[src/inc/brd_pkg.sv]
`default_nettype none
package brd_pkg;
	// ==========================================================
	// Timing base
	localparam int CLK_PERIOD_NS = 100;
	// Debounce window, least time so it rounds up
	localparam int DB_TIME_NS = 10000;
	localparam int DB_CYC = (DB_TIME_NS + CLK_PERIOD_NS - 1) / CLK_PERIOD_NS;
	localparam int DB_W = 8;
	// Master reset stretch after a watchdog or core reset request
	localparam int HOLD_TIME_NS = 20000;
	localparam int HOLD_CYC = (HOLD_TIME_NS + CLK_PERIOD_NS - 1) / CLK_PERIOD_NS;
	localparam int HOLD_W = 8;
	// Watchdog period, longest time so it rounds down
	localparam longint WDT_TIME_MS = 1000;
	localparam longint WDT_CYC = WDT_TIME_MS * 64'd1000000 / CLK_PERIOD_NS;
	localparam int WDT_W = 32;
	// Fixed timer oscillator and operating system tick period
	localparam longint TIMER_OSC_HZ = 3686400;
	localparam longint TICK_TIME_US = 10000;
	localparam longint TICK_EDGES = TIMER_OSC_HZ * TICK_TIME_US / 64'd1000000;
	localparam int TICK_W = 16;
	// Reset values
	localparam logic MCLK_RST = 1'h1;
	localparam logic RST_ASSERTED_N = 1'h0;

	// ==========================================================
	// Sequencer states, gray along power-up, run, watchdog hold
	typedef enum logic [1:0]
	{
		ST_POR = 2'h0,
		ST_RUN = 2'h1,
		ST_HOLD = 2'h3
	} brd_seq_type;
endpackage : brd_pkg
`default_nettype wire

[src/inc/brd_dbnc_if.sv]
`default_nettype none
interface brd_dbnc_if;
	logic raw_n;
	logic clean_n;
	modport src (output raw_n, input clean_n);
	modport flt (input raw_n, output clean_n);
endinterface : brd_dbnc_if
`default_nettype wire

[src/hw/brd_debounce.sv]
`default_nettype none
module brd_debounce #(
	parameter int unsigned DB_CYC = brd_pkg::DB_CYC
) (
	input wire logic clk,
	input wire logic reset,
	brd_dbnc_if.flt f
);
	// ==========================================================
	// State
	typedef struct packed {
		logic clean_n;
		logic [brd_pkg::DB_W-1:0] cnt;
	} brd_db_state_type;

	brd_db_state_type q_r;
	brd_db_state_type q_nxt;

	// Output moves only once the input has held still a full window
	always_comb
	begin
		q_nxt = q_r;
		if (f.raw_n == q_r.clean_n)
			q_nxt.cnt = '0;
		else if (q_r.cnt == brd_pkg::DB_W'(DB_CYC - 1))
		begin
			q_nxt.clean_n = f.raw_n;
			q_nxt.cnt = '0;
		end
		else
			q_nxt.cnt = q_r.cnt + brd_pkg::DB_W'(1);
	end

	// Starts asserted so nothing leaves reset before the window
	always_ff @(posedge clk)
	begin
		if (reset)
		begin
			q_r.clean_n <= brd_pkg::RST_ASSERTED_N;
			q_r.cnt <= '0;
		end
		else
			q_r <= q_nxt;
	end

	assign f.clean_n = q_r.clean_n;

	// ==========================================================
	// Checks
	property p_db_settled;
		@(posedge clk) disable iff (reset)
		$changed(q_r.clean_n) |-> $past(f.raw_n) == q_r.clean_n
			&& $past(q_r.cnt) == brd_pkg::DB_W'(DB_CYC - 1);
	endproperty
	a_db_settled: assert property (p_db_settled)
		else $error("debounced reset changed without a full window");
endmodule : brd_debounce
`default_nettype wire

[src/hw/brd_reset_dist.sv]
// Operation
// - Host bridge mode resets all local resources and drives PCI reset.
// - Host mode reset sources: power, button, debug, software, core, watchdog.
// - Debounced active-low power-on reset feeds flash and host master reset.
// - Expansion bus gets an inverted active-high copy of flash reset.
// - Button reset passes the same debounce path as power-on reset.
// - Debug port reset request is debounced by the same circuitry.
// - Watchdog resets only when enabled and allowed to expire; system wide in host mode.
// - Watchdog asserts master reset; host mode also resets flash, expansion.
// - PCI reset held from power-up until processor sets release bit.
// - Add-in mode: PCI reset resets core, flash, bus; processor via master.
// - Core logic can hold processor in reset during flash programming.
// - Add-in mode: asserted PCI reset input asserts processor master reset.
// - Blank programming keeps processor in reset until power-down.
// - Processor memory clock stalls only in its high state.
// - Fixed oscillator clocks a timer giving periodic operating system ticks.
`default_nettype none
module brd_reset_dist #(
	parameter int unsigned WDT_CYC = int'(brd_pkg::WDT_CYC),
	parameter int unsigned TICK_EDGES = int'(brd_pkg::TICK_EDGES)
) (
	input wire logic clk,
	input wire logic reset,
	input wire logic power_on_reset_raw_n,
	input wire logic switch_rst_n,
	input wire logic jtag_srst_n,
	input wire logic central_mode,
	input wire logic blank_prog_mode,
	input wire logic flash_prog_hold,
	input wire logic wdt_enable,
	input wire logic wdt_kick,
	input wire logic sw_pci_rst,
	input wire logic pci_release_set,
	input wire logic core_sys_rst,
	input wire logic mclk_stall,
	input wire logic timer_osc,
	input wire logic pci_rst_i_n,
	output logic cpu_mst_rst_n,
	output logic core_rst_n,
	output logic flash_rst_n,
	output logic xbus_rst,
	output logic pci_rst_o_n,
	output logic pci_rst_oe_n,
	output logic mclk,
	output logic os_tick,
	output logic wdt_fired
);
	// ==========================================================
	// State
	typedef struct packed {
		brd_pkg::brd_seq_type st;
		logic [brd_pkg::HOLD_W-1:0] hold_cnt;
		logic [brd_pkg::WDT_W-1:0] wdt_cnt;
		logic [brd_pkg::TICK_W-1:0] tick_cnt;
		logic osc_q;
		logic caught;
		logic blank;
		logic cpu_n;
		logic core_n;
		logic flash_n;
		logic pci_o_n;
		logic pci_oe_n;
		logic mclk;
		logic tick;
		logic fired;
	} brd_top_state_type;

	brd_top_state_type q_r;
	brd_top_state_type q_nxt;
	brd_dbnc_if db ();
	logic wdt_exp;
	logic hold_cpu;
	logic host_local_n;

	// One debouncer for all three sources keeps their paths identical
	assign db.raw_n = power_on_reset_raw_n & switch_rst_n & jtag_srst_n;

	brd_debounce #(
		.DB_CYC(brd_pkg::DB_CYC)
	) u_debounce (
		.clk(clk),
		.reset(reset),
		.f(db)
	);

	// ==========================================================
	// Next state
	always_comb
	begin
		q_nxt = q_r;
		q_nxt.tick = 1'h0;
		wdt_exp = 1'h0;

		// Strap caught once after release; only a power cycle clears it
		if (!q_r.caught)
		begin
			q_nxt.caught = 1'h1;
			q_nxt.blank = blank_prog_mode;
		end

		// Watchdog counts only while enabled and the system runs
		if (!wdt_enable || wdt_kick || q_r.st != brd_pkg::ST_RUN)
			q_nxt.wdt_cnt = '0;
		else if (q_r.wdt_cnt == brd_pkg::WDT_W'(WDT_CYC - 1))
		begin
			wdt_exp = 1'h1;
			q_nxt.wdt_cnt = '0;
		end
		else
			q_nxt.wdt_cnt = q_r.wdt_cnt + brd_pkg::WDT_W'(1);
		q_nxt.fired = wdt_exp;

		// Reset sequencer
		case (q_r.st)
			brd_pkg::ST_POR:
				if (pci_release_set)
					q_nxt.st = brd_pkg::ST_RUN;
			brd_pkg::ST_RUN:
				if (wdt_exp || core_sys_rst)
				begin
					q_nxt.st = brd_pkg::ST_HOLD;
					q_nxt.hold_cnt = '0;
				end
			brd_pkg::ST_HOLD:
				if (q_r.hold_cnt == brd_pkg::HOLD_W'(brd_pkg::HOLD_CYC - 1))
					q_nxt.st = brd_pkg::ST_POR;
				else
					q_nxt.hold_cnt = q_r.hold_cnt + brd_pkg::HOLD_W'(1);
			default:
				q_nxt.st = brd_pkg::ST_POR;
		endcase
		// A fresh debounced reset in host mode, or PCI reset in add-in mode, restarts from the power-up hold
		if ((central_mode && !db.clean_n) || (!central_mode && !pci_rst_i_n))
			q_nxt.st = brd_pkg::ST_POR;

		// Reset distribution
		hold_cpu = flash_prog_hold || q_r.blank || !q_r.caught;
		host_local_n = db.clean_n && q_r.st != brd_pkg::ST_HOLD;
		if (central_mode)
		begin
			q_nxt.flash_n = host_local_n;
			q_nxt.core_n = host_local_n;
			q_nxt.cpu_n = host_local_n && !hold_cpu;
			q_nxt.pci_o_n = host_local_n && q_r.st != brd_pkg::ST_POR
				&& !sw_pci_rst;
			q_nxt.pci_oe_n = 1'h0;
		end
		else
		begin
			q_nxt.flash_n = pci_rst_i_n;
			q_nxt.core_n = pci_rst_i_n;
			q_nxt.cpu_n = pci_rst_i_n && q_r.st != brd_pkg::ST_HOLD
				&& !hold_cpu;
			q_nxt.pci_o_n = 1'h1;
			q_nxt.pci_oe_n = 1'h1; // Pin is an input in this mode
		end

		// Memory clock halves the system clock; a stall parks it high
		q_nxt.mclk = (mclk_stall && q_r.mclk) ? 1'h1 : !q_r.mclk;

		// Count rising edges of the fixed oscillator into ticks
		q_nxt.osc_q = timer_osc;
		if (timer_osc && !q_r.osc_q)
		begin
			if (q_r.tick_cnt == brd_pkg::TICK_W'(TICK_EDGES - 1))
			begin
				q_nxt.tick_cnt = '0;
				q_nxt.tick = 1'h1;
			end
			else
				q_nxt.tick_cnt = q_r.tick_cnt + brd_pkg::TICK_W'(1);
		end
	end

	// ==========================================================
	// Registers, everything held in reset while reset is high
	always_ff @(posedge clk)
	begin
		if (reset)
		begin
			q_r <= '0;
			q_r.st <= brd_pkg::ST_POR;
			q_r.pci_oe_n <= 1'h1;
			q_r.mclk <= brd_pkg::MCLK_RST;
		end
		else
			q_r <= q_nxt;
	end

	// Outputs straight from flops, xbus_rst through an inverter
	assign cpu_mst_rst_n = q_r.cpu_n;
	assign core_rst_n = q_r.core_n;
	assign flash_rst_n = q_r.flash_n;
	assign xbus_rst = !q_r.flash_n;
	assign pci_rst_o_n = q_r.pci_o_n;
	assign pci_rst_oe_n = q_r.pci_oe_n;
	assign mclk = q_r.mclk;
	assign os_tick = q_r.tick;
	assign wdt_fired = q_r.fired;

	// ==========================================================
	// Checks
	property p_host_local;
		@(posedge clk) disable iff (reset)
		central_mode && !db.clean_n |=> !flash_rst_n && !cpu_mst_rst_n
			&& !core_rst_n && !pci_rst_o_n && !pci_rst_oe_n;
	endproperty
	a_host_local: assert property (p_host_local)
		else $error("host mode local reset not distributed");

	property p_core_req;
		@(posedge clk) disable iff (reset)
		central_mode && core_sys_rst && q_r.st == brd_pkg::ST_RUN
			&& db.clean_n |=> q_r.st == brd_pkg::ST_HOLD ##1 !pci_rst_o_n;
	endproperty
	a_core_req: assert property (p_core_req)
		else $error("core reset request did not reach the pci reset");

	property p_xbus_inv;
		@(posedge clk) disable iff (reset)
		central_mode && q_r.st == brd_pkg::ST_HOLD |=> xbus_rst && !flash_rst_n;
	endproperty
	a_xbus_inv: assert property (p_xbus_inv)
		else $error("expansion reset missing during local reset hold");

	property p_wdt_enable;
		@(posedge clk) disable iff (reset)
		!wdt_enable |=> !wdt_fired;
	endproperty
	a_wdt_enable: assert property (p_wdt_enable)
		else $error("watchdog fired while disabled");

	property p_wdt_master;
		@(posedge clk) disable iff (reset)
		wdt_fired |=> (!cpu_mst_rst_n && (!central_mode || !flash_rst_n))[*2];
	endproperty
	a_wdt_master: assert property (p_wdt_master)
		else $error("watchdog did not assert master reset");

	property p_pci_hold;
		@(posedge clk) disable iff (reset)
		central_mode && q_r.st == brd_pkg::ST_POR && !pci_release_set
			|=> !pci_rst_o_n;
	endproperty
	a_pci_hold: assert property (p_pci_hold)
		else $error("pci reset released without the control bit");

	property p_addin;
		@(posedge clk) disable iff (reset)
		!central_mode && !pci_rst_i_n |=> !cpu_mst_rst_n && !core_rst_n
			&& !flash_rst_n && xbus_rst && pci_rst_oe_n;
	endproperty
	a_addin: assert property (p_addin)
		else $error("add-in reset not followed");

	property p_prog_hold;
		@(posedge clk) disable iff (reset)
		flash_prog_hold |=> !cpu_mst_rst_n;
	endproperty
	a_prog_hold: assert property (p_prog_hold)
		else $error("processor left reset during programming hold");

	property p_blank;
		@(posedge clk) disable iff (reset)
		q_r.caught && q_r.blank |=> (q_r.blank && !cpu_mst_rst_n)[*3];
	endproperty
	a_blank: assert property (p_blank)
		else $error("blank programming mode released the processor");

	property p_mclk_high;
		@(posedge clk) disable iff (reset)
		mclk_stall && mclk |=> mclk;
	endproperty
	a_mclk_high: assert property (p_mclk_high)
		else $error("memory clock stalled low");

	property p_tick;
		@(posedge clk) disable iff (reset)
		os_tick |=> !os_tick ##0 q_r.tick_cnt == '0;
	endproperty
	a_tick: assert property (p_tick)
		else $error("timer tick malformed");

	c_wdt: cover property (@(posedge clk) disable iff (reset) wdt_fired);
	c_release: cover property (@(posedge clk) disable iff (reset)
		central_mode && $rose(pci_rst_o_n));
	c_addin: cover property (@(posedge clk) disable iff (reset)
		!central_mode && $rose(cpu_mst_rst_n));
	c_stall: cover property (@(posedge clk) disable iff (reset)
		mclk_stall && mclk ##1 mclk ##1 mclk);
endmodule : brd_reset_dist
`default_nettype wire

[config.mk]
export PLATFORM = sky130hd
export DESIGN_NAME = brd_reset_dist
export DESIGN_NICKNAME = d
export VERILOG_FILES = /design/src/inc/brd_pkg.sv /design/src/inc/brd_dbnc_if.sv /design/src/hw/brd_debounce.sv /design/src/hw/brd_reset_dist.sv
export SDC_FILE = /design/constraint.sdc
export NUM_CORES = 1
export LEC_CHECK = 0
export BUFFER_PORTS_ARGS = -buffer_cell sky130_fd_sc_hd__buf_4
export CELL_PAD_IN_SITES_DETAIL_PLACEMENT = 1
export CELL_PAD_IN_SITES_GLOBAL_PLACEMENT = 1
export CORE_MARGIN = 4
export CORE_UTILIZATION = 45
export DETAILED_ROUTE_END_ITERATION = 10
export PLACE_DENSITY = 0.89
export SLEW_MARGIN = 10
export SYNTH_ARGS = -nofsm -noshare
export SYNTH_HDL_FRONTEND = slang
export SYNTH_SLANG_ARGS = --single-unit
[constraint.sdc]
create_clock -name clk -period 3.7 [get_ports clk]
set_input_delay 0.555 -clock clk [delete_from_list [all_inputs] [get_ports clk]]
set_output_delay 0.555 -clock clk [all_outputs]
set_load 0.02 [all_outputs]
==> key figures <==
CTS
  – Clk_lat worst skew: 0.36 ns
  – H-tree Lvls: 3
  – CTS buffer count: 9
  – CTS hold repair buffers: 0
  – Clock sink count: 77
  – Setup Buffers After CTS: 0
  – CTS tree: yes
  – CTS clk-pin slew, worst paths: 0.08 ns
  – Post-CTS sizing: 0
  – Clock buffer depth: 2
  – CTS root buf: clkbuf_8

Die
  – Chip Height: 95.00 µm
  – Die width: 95.00 µm
  – # IOs: 25
  – Total die area: 9024 µm²
  – FP Rows: 31
  – Core Area: 7292 µm²
  – Starting Density: 46.71%

Detailed routing
  – Drt total wl: 7916 µm
  – Vias per cell: 5.380
  – Post-route ant nets: 0
  – DRT iter0 DRCs: 127
  – Drt wl/cell: 15.25 µm
  – DR vias: 2792
  – Pre-antenna DRT Iters: 4
  – DRC errors left: 0

Layout
  – Layout cells sized above 1: 12.38%
  – ANT cells: 0
  – Final core occ: 52.80%
  – Most frequent cells in the layout: dfxtp_1, nor2_1, xnor2_1
  – Final #Nets: 435
  – Most common cell after layout, fill and taps aside: dfxtp_1
  – Synthesis-to-layout area growth: 13.04%
  – Fin area: 3850 µm²

Timing
  – Worst-Margin Slew: 0.7974 ns
  – RSZ-0062 raised after global routing: no
  – F_max: 423.4 MHz
  – Relative slew slack: 46.68%
  – Final hold violations: 0
  – Final Slew Violations: 0
  – Final setup violation count: 0
  – Post-Route Setup TNS: 0 ns
  – Crit share post-route: 63.83%
  – Minimum clock period: 2.362 ns
  – Min Hold Slack: 0.3548 ns
  – Skew final: 0.008488 ns

GRT
  – Grt total ovfl: 0
  – GR Layer Usage met1: 23.56%
  – M3 GR Usage: 3.825%
  – Pin count of the biggest net entering global routing: 32
  – GR peak layer: met2
  – First-pass GRT wire length: 14010 µm
  – Tot GR Track Use: 19.75%
  – Vias in the first global route: 2927
  – GR Layer Usage met2: 33.82%
  – Initial antenna violation count: 0

Place
  – Post-DP HPWL: 5412 µm
  – Buffers added on ports: 24
  – Area after DPL: 3654 µm²
  – Placer Congestion: 0.7717

Power and ir drop
  – Maximum vdd drop: 0.0001862 V
  – P_leak: 1.254 nW
  – Pwr per Cell Area: 390.3 nW/µm²

Hold path
  – Hold path start: flash_prog_hold
  – Type of the worst min-delay path: in -> reg

Worst setup path
  – Worst r2r src: q_r[27]$_SDFF_PP0_
  – Max FO, Critical Path: 11
  – Worst Setup SP: q_r[27]$_SDFF_PP0_
  – Crit end category: flip-flop
  – Crit Path Category: reg -> reg
  – Worst path required time: 3.96 ns
  – Type of origin of the critical path: flip-flop
  – Critical path arrival: 2.62 ns

Synth
  – Post-Synthesis Cells: 393
  – Synth Flop Type: dfxtp_1
  – Yosys reg bits: 77
  – Synthesized area: 3406 µm²
  – Post-synth EDFFs: 0
  – Netlist cell types: 47
  – Post-synthesis async set-or-reset flop share: 0%
  – Avg Synthesized Cell Area: 8.666 µm²
  – Ys Warns: 0
  – Mapped Nets: 413
  – Seq/Total Area, Yosys: 45.26%

Run
  – Maximum Capacitance Violations: 0

Status
  – Status: finished clean
## layer usage
layer  wire, µm  up-vias  part of all wire [%]
met5          0        -                     0
met4        188        0                   2.4
met3        165       16                   2.1
met2       3897       33                    49
met1       3664     1357                    46
li1           -     1386                     -
## final cells by class
class / count / area (µm²)
clock buffer: 12 / 165.2
fill: 911 / 3442
timing repair buffer: 25 / 187.7
inverter: 8 / 30.03
clock inverter: 4 / 31.28
sequential: 77 / 1541
tap: 99 / 123.9
multi-input combinational: 294 / 1770
## kinds of logic after synthesis
| family | share of synthesized area, % |
|---|---|
| simple gates | 31.15 |
| fa+ha+maj | 1.470 |
| buf+inv | 2.755 |
| compound gates | 4.813 |
| xor+xnor | 13.63 |
| mux | 0.9184 |
| flops | 45.26 |
## power by group
| group | leakage, nW | total, W | switching, W | internal [W] |
|---|---|---|---|---|
| clock network | 0.0908 | 0.000615 | 0.000316 | 0.000299 |
| registers | 0.622 | 0.000839 | 0.00000471 | 0.000834 |
| logic | 0.541 | 0.0000483 | 0.0000256 | 0.0000227 |
## critical path, stage by stage, from the launching register on
cell     delay (ns)
dfxtp_1        0.45
ha_1           0.33
nand3_2        0.26
or4_4          0.65
o211a_4        0.28
a211o_1        0.29
## per-stage QoR
stage / power (W) / instances / setup WS (ns)
CTS: 0.001523 / 519 / 1.362
detailed placement: 0.0009071 / 503 / 1.376
global placement: 0.0009059 / 503 / 1.467
global route: 0.001565 / 519 / 1.194
finish: 0.001503 / 519 / 1.338
floorplan: 0.0008826 / 393 / 1.735
## synth_stat cells, types with 4 or more instances
cell type  instances  share of area [%]
nor2_1            74                8.2
and4_1             4                1.0
nor3_1            15                2.2
inv_1              8               0.88
clkbuf_1           8               0.88
and3_1             4               0.73
a21oi_1            5               0.73
nand2b_1           5               0.92
nand2_1           35                3.9
nor4_1            15                2.8
nand4_1           13                2.4
xor2_1            17                4.4
nand3_1           26                3.8
dfxtp_1           77                 45
ha_1               4                1.5
xnor2_1           36                9.3
## final timing paths
path | endpoint | slack [ns] | cells past startpoint
worst max-delay path | q_r[64]$_SDFFE_PP0P_ | 1.34 | 5
worst min-delay path | cpu_mst_rst_n$_SDFF_PP0_ | 0.35 | 2
worst max register to register | q_r[64]$_SDFFE_PP0P_ | 1.34 | 5
worst min register to register | mclk$_SDFF_PP1_ | 0.40 | 1
## sequential cells by signal (all words and copies together) (netlist names)
register,flops
q_r,61
u_debounce.q_r,8
core_rst_n,1
cpu_mst_rst_n,1
mclk,1
os_tick,1
pci_rst_o_n,1
pci_rst_oe_n,1
u_debounce.f.clean_n,1
wdt_fired,1
(Power assumes the default switching activity.)
